[config.mk]
export PLATFORM = sky130hd
export DESIGN_NAME = masap_port
export DESIGN_NICKNAME = d
export VERILOG_FILES = /design/src/verilog/masap_mclk_div.v /design/src/verilog/masap_sample_mem.v /design/src/verilog/masap_port.v
export VERILOG_INCLUDE_DIRS = /design/src /design/src/verilog
export SDC_FILE = /design/constraint.sdc
export NUM_CORES = 1
export LEC_CHECK = 0
export BUFFER_PORTS_ARGS = -buffer_cell sky130_fd_sc_hd__buf_2
export CAP_MARGIN = 10
export CORE_MARGIN = 2
export CORE_UTILIZATION = 35
export CTS_CLUSTER_DIAMETER = 50
export CTS_CLUSTER_SIZE = 16
export DETAILED_ROUTE_END_ITERATION = 8
export PLACE_DENSITY_LB_ADDON = 0.25
export SLEW_MARGIN = 20
export SYNTH_ARGS = -nofsm -noshare
export SYNTH_HDL_FRONTEND = slang
export SYNTH_SLANG_ARGS = --single-unit
[constraint.sdc]
create_clock -name pclk -period 9.3 [get_ports pclk]
set_input_delay 0.465 -clock pclk [delete_from_list [all_inputs] [get_ports pclk]]
set_output_delay 0.465 -clock pclk [all_outputs]
set_load 0.02 [all_outputs]
[src/verilog/masap_consts.vh]
// constants shared by the serial audio port design files
// Notes on behaviour
// all converters share master and frame clocks
// reset release aligned; start is deterministic
// bit clock, frame clock, four data outputs
// two-channel: odd channel first, then even
// every sample leaves most significant bit first
// slave, long channel: trailing zeros after sample
// slave, short channel: truncate to received cycles
// TDM: eight channels, frame sync rise starts
// TDM: 32-cycle slots, sample left-justified
// receiver samples TDM data on rising edge
// TDM stream first, complement second, all driven
// format selector: LJ, I2S, TDM, reserved
// three speed ranges: single, double, quad
// mode selector: three master speeds, auto slave
// slave compares divided master clock to frame
// master clock divider 1, 1.5, 2, 3, 4
// master: 64 or 256 bit clocks per frame
// divided ratio 256, 128, 64 per speed
// TDM master limits dividers at double, quad
// system keeps clock ratio constant per mode
// external master should use 64 or 256; the bench model runs 80 and 40
// master drives clocks; slave takes them as inputs
// control port enable overrides configuration pins
// slot bits after the sample are zero
// auto-detect thresholds: single, double, quad speed
`ifndef MASAP_CONSTS_VH
`define MASAP_CONSTS_VH
`define MASAP_REG_CTRL 8'h00
`define MASAP_REG_STAT 8'h04
`define MASAP_CTRL_RESET 8'h00
`define MASAP_FMT_LSB 0
`define MASAP_SPD_LSB 2
`define MASAP_DIV_LSB 4
`define MASAP_CPEN_BIT 7
`define MASAP_STAT_ERR_BIT 2
`define MASAP_STAT_SLAVE_BIT 3
`define MASAP_STAT_CPEN_BIT 4
`define MASAP_FMT_LJ 2'h0
`define MASAP_FMT_I2S 2'h1
`define MASAP_FMT_TDM 2'h2
`define MASAP_SPD_SINGLE 2'h0
`define MASAP_SPD_DOUBLE 2'h1
`define MASAP_SPD_QUAD 2'h2
`define MASAP_SPD_SLAVE 2'h3
`define MASAP_DIV_1 3'h0
`define MASAP_DIV_1P5 3'h1
`define MASAP_DIV_2 3'h2
`define MASAP_DIV_3 3'h3
`define MASAP_DIV_4 3'h4
`define MASAP_HALF_DIV_1 4'h2
`define MASAP_HALF_DIV_1P5 4'h3
`define MASAP_HALF_DIV_2 4'h4
`define MASAP_HALF_DIV_3 4'h6
`define MASAP_HALF_DIV_4 4'h8
`define MASAP_RATIO_SINGLE 12'h100
`define MASAP_RATIO_DOUBLE 12'h080
`define MASAP_RATIO_QUAD 12'h040
`define MASAP_STEP_2CH 13'h0080
`define MASAP_STEP_TDM 13'h0200
`define MASAP_LAST_BIT_2CH 8'h3F
`define MASAP_LAST_BIT_TDM 8'hFF
`define MASAP_SLOT_LAST 5'h1F
`define MASAP_DET_SINGLE 12'h0C0
`define MASAP_DET_DOUBLE 12'h060
`define MASAP_DET_MAX 12'hFFF
`endif

[src/verilog/masap_mclk_div.v]
// master clock divider producing one tick per divided master clock period
`timescale 1ns/100ps
module masap_mclk_div (
  input wire pclk,
  input wire presetn,
  input wire ce,
  input wire [3:0] period,
  output reg tick
);
  // pclk cycles elapsed in the current divided period
  reg [3:0] cnt;

  // free-running modulo counter, one tick at each wrap
  always @(posedge pclk or negedge presetn) begin
    if (!presetn) begin
      cnt <= 4'h0;
      tick <= 1'b0;
    end else if (ce) begin
      if (cnt >= period - 4'h1) begin
        cnt <= 4'h0;
        tick <= 1'b1;
      end else begin
        cnt <= cnt + 4'h1;
        tick <= 1'b0;
      end
    end
  end
endmodule // masap_mclk_div

[src/verilog/masap_sample_mem.v]
// per-channel sample store with one write port and a registered read port
`timescale 1ns/100ps
module masap_sample_mem #(
  parameter WIDTH = 24,
  parameter DEPTH = 8,
  parameter AW = 3
) (
  input wire pclk,
  input wire ce,
  input wire wr_en,
  input wire [AW-1:0] wr_addr,
  input wire [WIDTH-1:0] wr_data,
  input wire rd_en,
  input wire [AW-1:0] rd_addr,
  output reg [WIDTH-1:0] rd_data
);
  // storage words, one per channel
  reg [WIDTH-1:0] mem [0:DEPTH-1];

  // write and registered read
  always @(posedge pclk) begin
    if (ce) begin
      if (wr_en)
        mem[wr_addr] <= wr_data;
      if (rd_en)
        rd_data <= mem[rd_addr];
    end
  end
endmodule // masap_sample_mem

[src/verilog/masap_port.v]
// serial audio port: configuration, clock generation, framing and shifting
`timescale 1ns/100ps
`include "masap_consts.vh"
module masap_port #(
  parameter SAMPLE_W = 24
) (
  input wire pclk,
  input wire presetn,
  input wire ce,
  input wire psel,
  input wire penable,
  input wire pwrite,
  input wire [7:0] paddr,
  input wire [31:0] pwdata,
  output reg [31:0] prdata,
  output wire pready,
  output wire pslverr,
  input wire format_select_hi,
  input wire format_select_lo,
  input wire speed_select_hi,
  input wire speed_select_lo,
  input wire [2:0] divider_select,
  input wire sample_write,
  input wire [2:0] sample_channel,
  input wire [SAMPLE_W-1:0] sample_data,
  input wire bit_clock_in,
  output reg bit_clock_out,
  output wire bit_clock_oe_n,
  input wire frame_clock_in,
  output reg frame_clock_out,
  output wire frame_clock_oe_n,
  output reg serial_out_first,
  output reg serial_out_second,
  output reg serial_out_third,
  output reg serial_out_fourth
);

  // divided ratio of master clock to frame clock per speed
  function [11:0] ratio_of;
    input [1:0] s;
    begin
      case (s)
        `MASAP_SPD_SINGLE: ratio_of = `MASAP_RATIO_SINGLE;
        `MASAP_SPD_DOUBLE: ratio_of = `MASAP_RATIO_DOUBLE;
        default: ratio_of = `MASAP_RATIO_QUAD;
      endcase
    end
  endfunction

  // pclk cycles per divided master clock (pclk runs at twice master clock)
  function [3:0] half_div_of;
    input [2:0] d;
    begin
      case (d)
        `MASAP_DIV_1: half_div_of = `MASAP_HALF_DIV_1;
        `MASAP_DIV_1P5: half_div_of = `MASAP_HALF_DIV_1P5;
        `MASAP_DIV_2: half_div_of = `MASAP_HALF_DIV_2;
        `MASAP_DIV_3: half_div_of = `MASAP_HALF_DIV_3;
        default: half_div_of = `MASAP_HALF_DIV_4;
      endcase
    end
  endfunction

  // speed class from divided ticks counted over one frame
  function [1:0] classify;
    input [11:0] n;
    begin
      if (n >= `MASAP_DET_SINGLE)
        classify = `MASAP_SPD_SINGLE;
      else if (n >= `MASAP_DET_DOUBLE)
        classify = `MASAP_SPD_DOUBLE;
      else
        classify = `MASAP_SPD_QUAD;
    end
  endfunction

  // software control word
  reg [7:0] ctrl;
  // pin settings caught once after reset release
  reg armed;
  reg [1:0] pin_fmt;
  reg [1:0] pin_spd;
  reg [2:0] pin_div;
  // master generator state
  reg [11:0] acc;
  reg bclk_m;
  reg [7:0] bcnt;
  // slave edge tracking
  reg bclk_q;
  reg fs_last;
  reg fr_prev;
  reg [4:0] scnt;
  // channel sequencing and prefetch
  reg [2:0] cur_idx;
  reg pf_busy;
  reg [1:0] pf_lane;
  reg [2:0] pf_idx;
  reg rd_ok_q;
  reg [1:0] rd_lane_q;
  // next and current sample words per data lane
  reg [SAMPLE_W-1:0] nxt [0:3];
  reg [SAMPLE_W-1:0] cur [0:3];
  // slave speed detection
  reg [11:0] dcnt;
  reg [1:0] det_spd;
  integer l;
  // loop index for the shift register process, kept apart from the decode loop
  integer m;

  // effective configuration: register when enabled, else latched pins
  wire cpen = ctrl[`MASAP_CPEN_BIT];
  wire [1:0] fmt = cpen ? ctrl[`MASAP_FMT_LSB +: 2] : pin_fmt;
  wire [1:0] spd = cpen ? ctrl[`MASAP_SPD_LSB +: 2] : pin_spd;
  wire [2:0] dv = cpen ? ctrl[`MASAP_DIV_LSB +: 3] : pin_div;
  wire slave = (spd == `MASAP_SPD_SLAVE);
  wire tdm = (fmt == `MASAP_FMT_TDM);
  wire i2s = (fmt == `MASAP_FMT_I2S);
  wire lj = (fmt == `MASAP_FMT_LJ);

  // reserved format, unknown divider, or a TDM master speed the divider forbids
  wire bad_tdm = ~slave & tdm & (((spd == `MASAP_SPD_DOUBLE) & (dv < `MASAP_DIV_2)) |
    ((spd == `MASAP_SPD_QUAD) & (dv != `MASAP_DIV_4)));
  wire cfg_err = (fmt == 2'h3) | (dv > `MASAP_DIV_4) | bad_tdm;
  wire run = armed & ~cfg_err;
  wire m_run = run & ~slave;
  wire s_run = run & slave;

  // frame length in pclk cycles and half bit periods per frame
  wire [3:0] half_div = half_div_of(dv);
  wire [15:0] frame_prod = {4'h0, ratio_of(spd)} * {12'h000, half_div};
  wire [11:0] modv = frame_prod[11:0];
  wire [12:0] step = tdm ? `MASAP_STEP_TDM : `MASAP_STEP_2CH;
  wire [12:0] acc_sum = {1'b0, acc} + step;
  wire m_edge = (acc_sum >= {1'b0, modv});
  wire [7:0] last_bit = tdm ? `MASAP_LAST_BIT_TDM : `MASAP_LAST_BIT_2CH;
  wire [7:0] nb = (bcnt == last_bit) ? 8'h00 : bcnt + 8'h01;

  // falling bit clock edges: data changes here, receiver samples on rise
  wire mfall = m_run & m_edge & bclk_m;
  wire sfall = s_run & bclk_q & ~bit_clock_in;
  wire ev = mfall | sfall;
  wire fs_rise = frame_clock_in & ~fs_last;

  // sample store read port
  wire rd_en = pf_busy;
  wire [2:0] rd_addr = tdm ? pf_idx : {pf_lane, pf_idx[0]};
  wire [SAMPLE_W-1:0] rd_data;
  // divided master clock tick
  wire tk;

  // handshake: ready follows the clock enable, error on unmapped address
  wire hit_ctrl = (paddr == `MASAP_REG_CTRL);
  wire hit = hit_ctrl | (paddr == `MASAP_REG_STAT);
  assign pready = ce;
  assign pslverr = psel & penable & ~hit;

  // pins are driven only as master, enables low while driving
  assign bit_clock_oe_n = ~m_run;
  assign frame_clock_oe_n = ~m_run;

  // channel start and channel index decoded at each falling edge
  reg ev_start;
  reg [2:0] ev_idx;
  always @* begin
    if (slave) begin
      if (tdm) begin
        ev_start = fs_rise | (scnt == `MASAP_SLOT_LAST);
        ev_idx = fs_rise ? 3'h0 : cur_idx + 3'h1;
      end else begin
        ev_start = (frame_clock_in != fs_last);
        ev_idx = {2'b00, lj ? ~frame_clock_in : frame_clock_in};
      end
    end else begin
      ev_start = (nb[4:0] == 5'h00);
      ev_idx = tdm ? nb[7:5] : {2'b00, nb[5]};
    end
  end

  // bit presented on each lane at the current edge
  reg [3:0] next_bit;
  always @* begin
    next_bit = 4'h0;
    for (l = 0; l < 4; l = l + 1) begin
      if (ev_start)
        next_bit[l] = ~i2s & nxt[l][SAMPLE_W-1];
      else
        next_bit[l] = cur[l][SAMPLE_W-1];
    end
  end

  // apb register access and pin capture after reset release
  always @(posedge pclk or negedge presetn) begin
    if (!presetn) begin
      ctrl <= `MASAP_CTRL_RESET;
      prdata <= 32'h00000000;
      armed <= 1'b0;
      pin_fmt <= 2'h0;
      pin_spd <= 2'h0;
      pin_div <= 3'h0;
    end else if (ce) begin
      // latch straps in the first cycle after release
      if (!armed) begin
        armed <= 1'b1;
        pin_fmt <= {format_select_hi, format_select_lo};
        pin_spd <= {speed_select_hi, speed_select_lo};
        pin_div <= divider_select;
      end
      // write takes effect in the access phase
      if (psel && penable && pwrite && hit_ctrl)
        ctrl <= pwdata[7:0];
      // read data prepared during the setup phase
      if (psel && !penable && !pwrite) begin
        if (paddr == `MASAP_REG_CTRL)
          prdata <= {24'h000000, ctrl};
        else if (paddr == `MASAP_REG_STAT)
          prdata <= {27'h0000000, cpen, slave, cfg_err,
            slave ? det_spd : spd};
        else
          prdata <= 32'h00000000;
      end
    end
  end

  // master bit clock and frame clock generation
  always @(posedge pclk or negedge presetn) begin
    if (!presetn) begin
      acc <= 12'h000;
      bclk_m <= 1'b0;
      bcnt <= 8'hFF;
      bit_clock_out <= 1'b0;
      frame_clock_out <= 1'b0;
    end else if (ce) begin
      if (!m_run) begin
        // idle: restart the frame cleanly when running again
        acc <= 12'h000;
        bclk_m <= 1'b0;
        bcnt <= 8'hFF;
        bit_clock_out <= 1'b0;
        frame_clock_out <= 1'b0;
      end else if (m_edge) begin
        // half bit period elapsed: toggle bit clock
        acc <= acc_sum[11:0] - modv;
        bclk_m <= ~bclk_m;
        bit_clock_out <= ~bclk_m;
        if (bclk_m) begin
          bcnt <= nb;
          if (tdm)
            frame_clock_out <= (nb == 8'h00);
          else if (lj)
            frame_clock_out <= ~nb[5];
          else
            frame_clock_out <= nb[5];
        end
      end else begin
        acc <= acc_sum[11:0];
      end
    end
  end

  // slave clock edge tracking and slot bit counter
  always @(posedge pclk or negedge presetn) begin
    if (!presetn) begin
      bclk_q <= 1'b0;
      fs_last <= 1'b0;
      fr_prev <= 1'b0;
      scnt <= 5'h00;
    end else if (ce) begin
      bclk_q <= bit_clock_in;
      fr_prev <= frame_clock_in;
      if (sfall) begin
        fs_last <= frame_clock_in;
        scnt <= ev_start ? 5'h00 : scnt + 5'h01;
      end
    end
  end

  // slave speed detection: divided ticks per frame period
  always @(posedge pclk or negedge presetn) begin
    if (!presetn) begin
      dcnt <= 12'h000;
      det_spd <= `MASAP_SPD_SINGLE;
    end else if (ce) begin
      if (slave && frame_clock_in && !fr_prev) begin
        det_spd <= classify(dcnt);
        dcnt <= 12'h000;
      end else if (tk && dcnt != `MASAP_DET_MAX) begin
        dcnt <= dcnt + 12'h001;
      end
    end
  end

  // channel tracking and prefetch of the next channel's samples
  always @(posedge pclk or negedge presetn) begin
    if (!presetn) begin
      cur_idx <= 3'h0;
      pf_busy <= 1'b0;
      pf_lane <= 2'h0;
      pf_idx <= 3'h0;
      rd_ok_q <= 1'b0;
      rd_lane_q <= 2'h0;
    end else if (ce) begin
      rd_ok_q <= pf_busy;
      rd_lane_q <= pf_lane;
      if (ev && ev_start) begin
        // new channel: fetch words for the channel after it
        cur_idx <= ev_idx;
        pf_busy <= 1'b1;
        pf_lane <= 2'h0;
        pf_idx <= tdm ? ev_idx + 3'h1 : ev_idx ^ 3'h1;
      end else if (pf_busy) begin
        pf_lane <= pf_lane + 2'h1;
        if (tdm || pf_lane == 2'h3)
          pf_busy <= 1'b0;
      end
    end
  end

  // sample shift registers: load at channel start, zeros shifted in
  always @(posedge pclk or negedge presetn) begin
    if (!presetn) begin
      for (m = 0; m < 4; m = m + 1) begin
        nxt[m] <= {SAMPLE_W{1'b0}};
        cur[m] <= {SAMPLE_W{1'b0}};
      end
    end else if (ce) begin
      if (rd_ok_q)
        nxt[rd_lane_q] <= rd_data;
      if (ev) begin
        for (m = 0; m < 4; m = m + 1) begin
          if (ev_start && i2s)
            cur[m] <= nxt[m]; // I2S: one zero bit before the sample
          else if (ev_start)
            cur[m] <= {nxt[m][SAMPLE_W-2:0], 1'b0};
          else
            cur[m] <= {cur[m][SAMPLE_W-2:0], 1'b0};
        end
      end
    end
  end

  // serial data outputs change on the falling bit clock edge
  always @(posedge pclk or negedge presetn) begin
    if (!presetn) begin
      serial_out_first <= 1'b0;
      serial_out_second <= 1'b0;
      serial_out_third <= 1'b0;
      serial_out_fourth <= 1'b0;
    end else if (ce) begin
      if (!run) begin
        serial_out_first <= 1'b0;
        serial_out_second <= 1'b0;
        serial_out_third <= 1'b0;
        serial_out_fourth <= 1'b0;
      end else if (ev && tdm) begin
        serial_out_first <= next_bit[0];
        serial_out_second <= ~next_bit[0];
        serial_out_third <= 1'b0;
        serial_out_fourth <= 1'b0;
      end else if (ev) begin
        serial_out_first <= next_bit[0];
        serial_out_second <= next_bit[1];
        serial_out_third <= next_bit[2];
        serial_out_fourth <= next_bit[3];
      end
    end
  end

  // master clock divider ahead of the rate logic
  masap_mclk_div u_div (
    .pclk(pclk),
    .presetn(presetn),
    .ce(ce),
    .period(half_div),
    .tick(tk)
  );

  // sample store: written by the converter side, read by prefetch
  masap_sample_mem #(
    .WIDTH(SAMPLE_W),
    .DEPTH(8),
    .AW(3)
  ) u_mem (
    .pclk(pclk),
    .ce(ce),
    .wr_en(sample_write),
    .wr_addr(sample_channel),
    .wr_data(sample_data),
    .rd_en(rd_en),
    .rd_addr(rd_addr),
    .rd_data(rd_data)
  );

endmodule // masap_port

==> impl_metrics.yaml <==
critical_path:
  critPathArrivalTime_ns: 6.83
  crit_path_top_delay_cell: "buf_4"
  setup.worst_path.start_class: "register"
  required_ns: 9.73
  crit_type: "register to register"
  startpoint: "ctrl[7]"
  r2r_start: "ctrl[7]"
  reg2reg_to: "cur[39]"
  endpoint_kind: "register"
  regToRegSetupSlack_ns: 2.90
  critical_path.cell_chain: "buf_4 -> mux2i_2 -> o221ai_1 -> nor2_1 -> fa_1 -> ha_1 -> ha_1 -> a21o_1 -> a21oi_1 -> xnor2_1 -> xnor2_1 -> ha_1 -> inv_1 -> o221ai_1 -> a31o_2 -> a31oi_4 -> or2_2 -> buf_4 -> o21ai_0"
  reg2regPathDepth: 19
  max_stage_delay_ns: 0.72
  crit_fanout: 72
  cp_common_cell: "ha_1"
  crit_end: "cur[39]"
sta:
  hold_violations: 0
  finalSetupViolations: 0
  rsz0062_at_grt: "false"
  clock_skew_ns: 0.02033
  drv_slew: 0
  min_period_over_period: 0.6882
  maxSlewHeadroom: 0.3350
  worst-slew-pin-transition_ns: 0.9976
  fmax_mhz: 156.2
  fin_setup_tns_ns: 0
  finalCriticalPeriod_ns: 6.401
synth:
  synth_area_per_cell_um2: 14.05
  synthFlopType: "dfrtp_1"
  synth_edf_count: 216
  synth_cell_types: 77
  synth_seq_cells: 491
  async_flop_share: 0.5601
  ys_warn_count: 0
  synth_top_area_frac: 0.2968
  synth_area_leaders: "dfrtp_1 30%, edfxtp_1 29%, mux2_2 12%"
  yosysMostFrequentCell: "dfrtp_1"
  yosysTopAreaCell: "dfrtp_1"
  yosysSeqAreaShare: 0.5943
  syn_area_um2: 22510
  synth_common_cells: "267 x dfrtp_1, 239 x mux2_2, 216 x edfxtp_1"
  synth_cells: 1602
place:
  place_hpwl_um: 28590
  portBuffers: 76
  place_congestion: 0.7641
  place_area_um2: 23760
  post-place-cells: 2459
floorplanning:
  coreArea_um2: 63310
  boundaryPins: 125
  dieArea_um2: 66360
  die_x_um: 257.6
  initial_core_util: 0.3555
  rows: 92
  fp.dieH_um: 257.6
power_and_ir_drop:
  peakVddDrop_mv: 0.1827
  power_w: 0.007276
  leakagePower_nw: 10.28
  p_per_area_nw_per_um2: 285.5
routing:
  via_per_inst: 5.140
  wirelength_um: 47640
  ant_nets: 0
  drc: 0
  dr.pass1.iters: 4
  wl_per_cell_um: 18.67
  via_count: 13110
  initialDrtViolationCount: 855
run:
  max-cap-violations: 0
global_routing:
  antenna_found_initial: 1
  grt_pass1_wl_um: 77280
  grt_max_degree: 95
  grt_pass1_vias: 13950
  grt_overflow: 0
  grt_usage: 0.1441
finish:
  layout.nets: 1784
  area_growth_pct: 13.20
  postLayoutCellArea_um2: 25480
  drive_gt1_frac: 0.3067
  n_antenna_cell: 0
  layoutNonFillerInstCount: 2551
clock_network:
  clk_latency_ns: 0.61
  cts_buffers: 50
  cts_max_path_buffers: 3
  clockRootBuffer: "clkbuf_16"
  cts_tree: "yes"
  path_clk_slew_ns: 0.07
  postCtsSetupBuffers: 0
  htree_levels: 2
  cts.sinks: 491
min_path:
  holdCritPathClass: "input port to register"
  holdPathStages: 3
run_status:
  status: "complete, no violations"
[worst min path at each step]
stage,endpoint,from,slack [ns]
finish,ctrl[5],pwdata[5],0.08
global route,ctrl[4],pwdata[4],0.07
CTS,ctrl[5],pwdata[5],0.05
detailed placement,pf_busy,pf_busy,0.47
global placement,pf_busy,pf_busy,0.46
floorplan,acc[10],presetn,0.17
[kinds of logic (layout without fill, tap and decap cells)]
kind of cell	count (synthesis)	count (layout)	synth area share
adders and majority gates	35	35	0.02012
DFF	491	491	0.5943
other	1	24	0.0001666
buffers and inverters	149	229	0.03313
xor gates and xnor gates	31	31	0.01206
and+or+nand+nor	200	200	0.04547
muxes	393	393	0.2149
AOI/OAI and AO/OA	302	302	0.07982
[power breakdown]
| part | internal [W] | switching (W) | total, W |
|---|---|---|---|
| sequential | 0.00268 | 0.000307 | 0.00299 |
| clock | 0.00117 | 0.000912 | 0.00208 |
| combinational | 0.00106 | 0.00114 | 0.00220 |
[critical path: cells and delay by family (launching register included)]
family / cells / cell delay [ns]
AOI/OAI and AO/OA: 7 / 1.76
xor gates and xnor gates: 2 / 0.32
adders and majority gates: 4 / 1.42
buffers and inverters: 3 / 1.11
DFF: 1 / 0.34
muxes: 1 / 0.51
and+or+nand+nor: 2 / 0.72
[state kept, by name, indices dropped and copies added (netlist names), 3 cells and up]
register and cells:
cur 96, u_mem.rd_data 24, dcnt 12, nxt 96, pin_div 3, ctrl 8, pf_idx 3, u_div.cnt 4
bcnt 8, cur_idx 3, prdata 8, scnt 5, u_mem.mem 192, acc 6
[metrics by stage]
stage	util	setup slack [ns]	hold slack [ns]
floorplan	-	4.259	0.1694
global placement	0.3752	3.122	0.4585
detailed placement	0.3752	2.941	0.4699
CTS	0.4025	2.906	0.05181
global route	0.4025	2.476	0.07242
finish	0.4025	2.899	0.08212
[cells in the final DEF, fill, tap and decap left out, types with 12 or more instances in the layout]
master and instances:
a21oi_1 12, buf_2 75, buf_4 33, clkbuf_16 51, conb_1 24, dfrtp_1 266, edfxtp_1 216, ha_1 33
inv_1 26, mux2_2 239, mux2i_1 104, mux4_2 48, nand2_1 47, nand3_1 19, nor2_1 49, nor3_1 13
o21ai_0 198, xnor2_1 12, xor2_1 19
[layer usage]
| metal | part of all wire | global-route usage | vias up | wire length [um] |
|---|---|---|---|---|
| met5 | 0.00025 | 0 | - | 12 |
| met4 | 0.020 | 0.04030 | 2 | 944 |
| met3 | 0.030 | 0.02336 | 70 | 1442 |
| met2 | 0.50 | 0.2489 | 161 | 23790 |
| met1 | 0.45 | 0.1874 | 6761 | 21450 |
| li1 | - | - | 6118 | - |
[what timing repair did]
action | 4_1_cts | 5_1_grt
resized for setup | 0 | 0
hold buffers | 1 | 0
endpoints found under the hold margin | 69 | 0
[layout make-up]
class | count | area (um2)
Tap cell | 846 | 1059
Sequential cell | 491 | 13380
Inverter | 28 | 105.1
Timing Repair Buffer | 110 | 648.1
Clock buffer | 57 | 1299
Clock inverter | 34 | 415.4
Multi-Input combinational cell | 985 | 8572
Fill cell | 5923 | 37830
Power figures use the tool's default switching activity.
